[config.mk]
export PLATFORM = sky130hd
export DESIGN_NAME = mrb_top
export DESIGN_NICKNAME = d
export VERILOG_FILES = /design/src/core/mrb_pkg.sv /design/src/core/mrb_evt_if.sv /design/src/core/mrb_latch_unit.sv /design/src/core/mrb_self_clear.sv /design/src/core/mrb_top.sv
export VERILOG_INCLUDE_DIRS = /design/src /design/src/core
export SDC_FILE = /design/constraint.sdc
export NUM_CORES = 1
export LEC_CHECK = 0
export ABC_AREA = 0
export BUFFER_PORTS_ARGS = -buffer_cell sky130_fd_sc_hd__buf_2
export CAP_MARGIN = 20
export CORE_UTILIZATION = 24
export DETAILED_ROUTE_END_ITERATION = 7
export GPL_TIMING_DRIVEN = 0
export PLACE_DENSITY = 0.46
export SLEW_MARGIN = 40
export SYNTH_ARGS = -nofsm -noshare
export SYNTH_HDL_FRONTEND = slang
export SYNTH_SLANG_ARGS = --single-unit
[constraint.sdc]
create_clock -name i_core_clk -period 1.7 [get_ports i_core_clk]
set_clock_uncertainty 0.05 [all_clocks]
set_input_delay 0.51 -clock i_core_clk [delete_from_list [all_inputs] [get_ports i_core_clk]]
set_output_delay 0.51 -clock i_core_clk [all_outputs]
set_load 0.05 [all_outputs]
[src/core/mrb_regs.svh]
// constants for the management register bit-behaviour block
`ifndef MRB_REGS_SVH
`define MRB_REGS_SVH
`define MRB_LH_RST      1'b0
`define MRB_LL_RST      1'b1
`define MRB_SC_RST      1'b0
`define MRB_LMX_WIDTH   3
`define MRB_LMX_RST     3'h0
`define MRB_ADDR_WIDTH  5
`define MRB_DEF_WIDTH   16
`define MRB_DEF_VALUE   16'h0000
`define MRB_SC_CYCLES   16
`endif

[src/core/mrb_pkg.sv]
// types for the management register bit-behaviour block
package mrb_pkg;
    typedef enum logic [1:0] {
        MRB_SC_IDLE,
        MRB_SC_RUN,
        MRB_SC_DONE
    } mrb_sc_state_t;
endpackage

[src/core/mrb_evt_if.sv]
// interface between the latch units and the top
`timescale 1ns/1ps
interface mrb_evt_if #(parameter int W = 3);
    logic         rd;
    logic         evt_hi;
    logic         evt_lo_n;
    logic [W-1:0] state;
    logic         lh;
    logic         ll;
    logic [W-1:0] latch_max_group;
    modport top  (output rd, evt_hi, evt_lo_n, state,
                  input lh, ll, latch_max_group);
    modport unit (input rd, evt_hi, evt_lo_n, state,
                  output lh, ll, latch_max_group);
endinterface

[src/core/mrb_latch_unit.sv]
// latching-high, latching-low and latching-maximum bits
`timescale 1ns/1ps
`include "mrb_regs.svh"
module mrb_latch_unit #(
    parameter int W = `MRB_LMX_WIDTH
) (
    input  wire logic i_core_clk,
    input  wire logic i_rst,
    mrb_evt_if.unit   bus
);
    // refuse a group the compare logic cannot serve
    if (W < 1) begin
        $error("W must be at least 1");
    end

    function automatic logic [W-1:0] max_of(input logic [W-1:0] a,
                                            input logic [W-1:0] b);
        max_of = (a > b) ? a : b;
    endfunction

    always_ff @(posedge i_core_clk) begin
        if (i_rst) begin
            bus.lh <= `MRB_LH_RST;
        end else if (bus.rd) begin
            bus.lh <= bus.evt_hi;
        end else if (bus.evt_hi) begin
            bus.lh <= 1'b1;
        end
    end

    always_ff @(posedge i_core_clk) begin
        if (i_rst) begin
            bus.ll <= `MRB_LL_RST;
        end else if (bus.rd) begin
            bus.ll <= bus.evt_lo_n;
        end else if (!bus.evt_lo_n) begin
            bus.ll <= 1'b0;
        end
    end

    always_ff @(posedge i_core_clk) begin
        if (i_rst) begin
            bus.latch_max_group <= W'(`MRB_LMX_RST);
        end else if (bus.rd) begin
            bus.latch_max_group <= bus.state;
        end else begin
            bus.latch_max_group <= max_of(bus.latch_max_group, bus.state);
        end
    end
endmodule

[src/core/mrb_self_clear.sv]
// self-clearing trigger bit with its function sequencer
`timescale 1ns/1ps
`include "mrb_regs.svh"
module mrb_self_clear #(
    parameter int RUN_CYCLES = `MRB_SC_CYCLES
) (
    input  wire logic i_core_clk,
    input  wire logic i_rst,
    input  wire logic i_wr_one,
    output logic      o_bit,
    output logic      o_busy
);
    localparam int CW = $clog2(RUN_CYCLES + 1);
    mrb_pkg::mrb_sc_state_t state_reg;
    logic [CW-1:0]          cnt_reg;

    // a zero-length run would load a negative count of RUN_CYCLES - 1
    if (RUN_CYCLES < 1) begin
        $error("RUN_CYCLES must be at least 1");
    end

    always_ff @(posedge i_core_clk) begin
        if (i_rst) begin
            state_reg <= mrb_pkg::MRB_SC_IDLE;
            cnt_reg   <= '0;
        end else begin
            case (state_reg)
                mrb_pkg::MRB_SC_IDLE: begin
                    if (i_wr_one) begin
                        state_reg <= mrb_pkg::MRB_SC_RUN;
                        cnt_reg   <= CW'(RUN_CYCLES - 1);
                    end
                end
                mrb_pkg::MRB_SC_RUN: begin
                    if (cnt_reg == '0) begin
                        state_reg <= mrb_pkg::MRB_SC_DONE;
                    end else begin
                        cnt_reg <= cnt_reg - CW'(1);
                    end
                end
                mrb_pkg::MRB_SC_DONE: begin
                    state_reg <= mrb_pkg::MRB_SC_IDLE;
                end
                default: begin
                    state_reg <= mrb_pkg::MRB_SC_IDLE;
                end
            endcase
        end
    end

    always_ff @(posedge i_core_clk) begin
        if (i_rst) begin
            o_bit  <= `MRB_SC_RST;
            o_busy <= 1'b0;
        end else if (state_reg == mrb_pkg::MRB_SC_IDLE && i_wr_one) begin
            o_bit  <= 1'b1;
            o_busy <= 1'b1;
        end else if (state_reg == mrb_pkg::MRB_SC_RUN && cnt_reg == '0) begin
            o_bit  <= 1'b0;
            o_busy <= 1'b0;
        end
    end
endmodule

[src/core/mrb_top.sv]
// management register bit-behaviour block: defaults, latches, self-clear
// Overview of operation
// - every register bit with a default takes that default on reset.
// - pin-strapped bits take the level sampled on their pin at reset.
// - a latch-high bit captures one when its event input goes high.
// - a latch-high bit at one stays one until reset or a read.
// - after a read a latch-high bit reloads the event's present level.
// - a latch-low bit captures zero when its event input goes low.
// - a latch-low bit at zero stays zero until reset or a read.
// - after a read a latch-low bit reloads the event's present level.
// - a latch-max group stores a new state only if it is larger.
// - a latch-max group holds its maximum until reset or a read.
// - after a read a latch-max group reloads the present state.
// - self-clear bits are zero out of reset.
// - writing one to a self-clear bit starts its function, except while busy and in the cycle after the bit clears.
// - the self-clear bit returns to zero when the function ends.
`timescale 1ns/1ps
`include "mrb_regs.svh"
module mrb_top #(
    parameter int              LMX_W      = `MRB_LMX_WIDTH,
    parameter int              SC_CYCLES  = `MRB_SC_CYCLES,
    parameter logic [15:0]     DEF_VALUE  = `MRB_DEF_VALUE
) (
    // clock and reset
    input  wire logic             i_core_clk,
    input  wire logic             i_rst,
    // strap pins, asynchronous
    input  wire logic             i_phy_addr0_led_pin,
    input  wire logic             i_phy_addr1_led_pin,
    input  wire logic             i_phy_addr2_led_pin,
    input  wire logic             i_phy_addr3_led_pin,
    input  wire logic             i_phy_addr4_led_pin,
    // management access strobes
    input  wire logic             i_rd_status,
    input  wire logic             i_wr_sc_one,
    input  wire logic             i_wr_def,
    input  wire logic [15:0]      i_wr_def_data,
    // monitored internal signals
    input  wire logic             i_evt_hi,
    input  wire logic             i_evt_lo_n,
    input  wire logic [LMX_W-1:0] i_fsm_state,
    // register bits
    output logic [4:0]            o_phy_addr,
    output logic [15:0]           o_def_reg,
    output logic                  o_latch_high_bit,
    output logic                  o_latch_low_bit,
    output logic [LMX_W-1:0]      o_latch_max_group,
    output logic                  o_self_clear_bit,
    output logic                  o_sc_busy
);
    // group must fit a 16-bit register
    if (LMX_W < 1 || LMX_W > 16) begin
        $error("LMX_W out of range");
    end

    logic [4:0] pin_s1_reg;
    logic [4:0] pin_s2_reg;
    logic       rst_d_reg;
    logic       sc_bit;
    logic       sc_busy;

    mrb_evt_if #(.W(LMX_W)) evt ();

    assign evt.rd       = i_rd_status;
    assign evt.evt_hi   = i_evt_hi;
    assign evt.evt_lo_n = i_evt_lo_n;
    assign evt.state    = i_fsm_state;

    // strap synchroniser
    always_ff @(posedge i_core_clk) begin
        pin_s1_reg <= {i_phy_addr4_led_pin, i_phy_addr3_led_pin,
                       i_phy_addr2_led_pin, i_phy_addr1_led_pin,
                       i_phy_addr0_led_pin};
        pin_s2_reg <= pin_s1_reg;
    end

    // capture straps while reset is held and on its release edge
    always_ff @(posedge i_core_clk) begin
        rst_d_reg <= i_rst;
        if (i_rst || rst_d_reg) begin
            o_phy_addr <= pin_s2_reg;
        end
    end

    // ordinary bit with a fixed default; reserved bits are
    // trusted to be written back at their defaults
    always_ff @(posedge i_core_clk) begin
        if (i_rst) begin
            o_def_reg <= DEF_VALUE;
        end else if (i_wr_def) begin
            o_def_reg <= i_wr_def_data;
        end
    end

    mrb_latch_unit #(
        .W(LMX_W)
    ) u_latch (
        .i_core_clk (i_core_clk),
        .i_rst      (i_rst),
        .bus        (evt.unit)
    );

    mrb_self_clear #(
        .RUN_CYCLES(SC_CYCLES)
    ) u_sc (
        .i_core_clk (i_core_clk),
        .i_rst      (i_rst),
        .i_wr_one   (i_wr_sc_one),
        .o_bit      (sc_bit),
        .o_busy     (sc_busy)
    );

    assign o_latch_high_bit  = evt.lh;
    assign o_latch_low_bit   = evt.ll;
    assign o_latch_max_group = evt.latch_max_group;
    assign o_self_clear_bit  = sc_bit;
    assign o_sc_busy         = sc_busy;
endmodule

==> qor.yml <==
synth:
  synth_common_cells: "40 x dfxtp_1, 23 x nor2_1, 19 x mux2i_1"
  syn_inst: 139
  synth_cell_type_count: 30
  yosysWarnings: 0
  async_flop_share_pct: 0
  yosysMostFrequentCell: "dfxtp_1"
  synthTopCellsByArea: "dfxtp_1 51%, mux2i_1 12%, edfxtp_1 9.7%"
  synth_area_mm2: 0.00156
  yosysTopAreaCell: "dfxtp_1"
  yosys.area.top_type_share_pct: 51.5
  ys_ff_latch: 45
  synth_edf_count: 5
  yosysSeqAreaShare_pct: 61.1
  ys.flop_type: "dfxtp_1"
  syn_nets: 174
  avgSynthCellArea_um2: 11.2
drt:
  wl_per_cell_um: 10.3
  drt_iter0_drc: 40
  first_pass_iters: 4
  num_vias: 1132
  postRouteWirelength_um: 2880
  ant_nets: 0
  vias_per_cell: 4.04
  drc_errors: 0
pwr:
  p_leak_nw: 0.995
  power_mw: 2.44
  ir_drop_mv: 0.389
  p_per_area_mw_per_mm2: 1180
grt:
  antenna_found_initial: 0
  grt_first_pass_wirelength_um: 4740
  overflow: 0
  grt_use_total_pct: 9.47
  grt_pass1_vias: 1054
  grt_max_degree: 15
floorplan:
  core.rowCount: 28
  boundaryPins: 59
  die_y_um: 82.5
  fp.dieW_um: 82.5
  core-area_mm2: 0.00610
  dieArea_mm2: 0.00681
  initial_core_util_pct: 25.5
place:
  postPlaceCellArea_mm2: 0.00194
  place_ws_ps: -234
  io_buffer_count: 57
  place.gp.congestion: 0.678
  hpwl_um: 2130
critical_path:
  worstSetupStartpointType: "register"
  worstPathMaxFanout: 3
  worstSetupPathType: "register to register"
  critPathArrivalTime_ps: 1780
  required_ps: 1820
  end_kind: "register"
sta:
  fin_ws_ps: 45.2
  hold_viol: 0
  fin_setup_tns_ps: 0
  setup_violations: 0
  tightest_slew_ps: 467
  period_share_pct: 97.3
  slew_headroom_pct: 68.7
  drv_slew: 0
  rsz0062_at_grt: "true"
  period_needed_ps: 1650
  max_freq_mhz: 604
layout:
  layout.nets: 239
  drive_gt1_share_pct: 41.0
  stdcell_area_mm2: 0.00208
  synthToLayoutAreaGrowth_pct: 33.5
  multi_input_area_um2: 563
  fillers: 672
  ff_latch_area_um2: 956
  largest_reg_flops: 16
  antennaDiodeCount: 0
clocking:
  clk_path_buf_depth: 2
  cts.sinks: 45
  clock_latency_ps: 290
  cts.hold.buffers_added: 0
  h-tree-depth: 2
  clk_pin_slew_ps: 80
  cts_tree: "yes"
  cts_root_buf: "clkbuf_8"
  cts_buffers: 5
worst_hold_path:
  hold_class: "primary input to register"
status:
  outcome: "finished clean"
run:
  maxCapViolations: 0
[report_power, final]
group | switching, mW | internal, mW
Clock | 0.350 | 0.441
Sequential | 0.0414 | 1.15
Combinational | 0.298 | 0.159
[metal layers]
metal / part of all wire (%) / wire [um] / track usage [%] / vias up
met5: 0 / 0 / 0 / -
met4: 1.6 / 46 / 4.14 / 0
met3: 8.4 / 243 / 4.29 / 5
met2: 43 / 1230 / 13.8 / 39
met1: 47 / 1370 / 12.0 / 495
li1: - / - / - / 593
[repair_timing]
item,in CTS,in global routing
buffers inserted,1,0
endpoints found under the setup margin,1,4
pin swaps,0,3
gates resized for setup,3,3
[layout by cell type (no fill, tap or decap), drive strengths merged]
cell type | synthesis | layout
a211oi | 1 | 1
a21o | 1 | 1
a21oi | 3 | 3
and2 | 1 | 1
and3 | 1 | 1
buf | 3 | 61
bufinv | 0 | 1
clkbuf | 3 | 9
clkinv | 1 | 2
dfxtp | 40 | 40
edfxtp | 5 | 5
ha | 4 | 4
inv | 7 | 7
mux2i | 19 | 19
nand2 | 8 | 8
nand2b | 1 | 1
nand3 | 1 | 1
nor2 | 23 | 23
nor2b | 1 | 1
nor3 | 4 | 4
nor3b | 1 | 1
nor4 | 1 | 1
nor4b | 1 | 1
o21a | 1 | 1
o21ai | 3 | 3
o311a | 2 | 2
or2 | 1 | 1
or3 | 1 | 1
or3b | 1 | 1
[cells by family after synthesis]
| logic type | share of synthesized area (%) |
|---|---|
| AND/OR/NAND/NOR | 14.4 |
| adder cells (fa/ha/maj) | 3.22 |
| flip-flops | 61.1 |
| buffers and inverters | 3.78 |
| AO/OA/AOI/OAI | 5.23 |
| multiplexers | 12.2 |
[area by class of cell]
cell class                      instances  share of cell area (%)
Sequential cell                        45                    46.1
Multi-Input combinational cell         80                    27.1
Timing Repair Buffer                   58                    14.1
Tap cell                               75                    4.52
Clock buffer                            6                    3.50
Clock inverter                          2                    1.87
Inverter                                8                    1.45
Buffer                                  6                    1.39
[worst max-delay path, cell delays in order, from the launching register on]
cell     delay (ps)
dfxtp_1         340
inv_2            70
ha_4            130
or3b_4          380
or3_4           410
a21oi_2         120
nor2_1           40
[per-stage QoR]
stage | utilization (%) | hold slack, ps | cells
floorplan | - | 260 | 139
global placement | 31.8 | 260 | 271
detailed placement | 31.8 | 262 | 271
CTS | 33.8 | 254 | 280
global route | 34.1 | 246 | 280
finish | 34.1 | 265 | 280
[path summary, 6_finish.rpt]
check,start,end,slack [ps],cells after the start
setup / recovery,u_sc.cnt_reg[1],u_sc.o_bit,50,6
hold / removal,i_phy_addr1_led_pin,pin_s1_reg[1],270,1
setup reg to reg,u_sc.cnt_reg[1],u_sc.o_bit,50,6
hold reg to reg,pin_s1_reg[0],pin_s2_reg[0],280,0
Note: power is estimated with default switching activity, not from simulation.
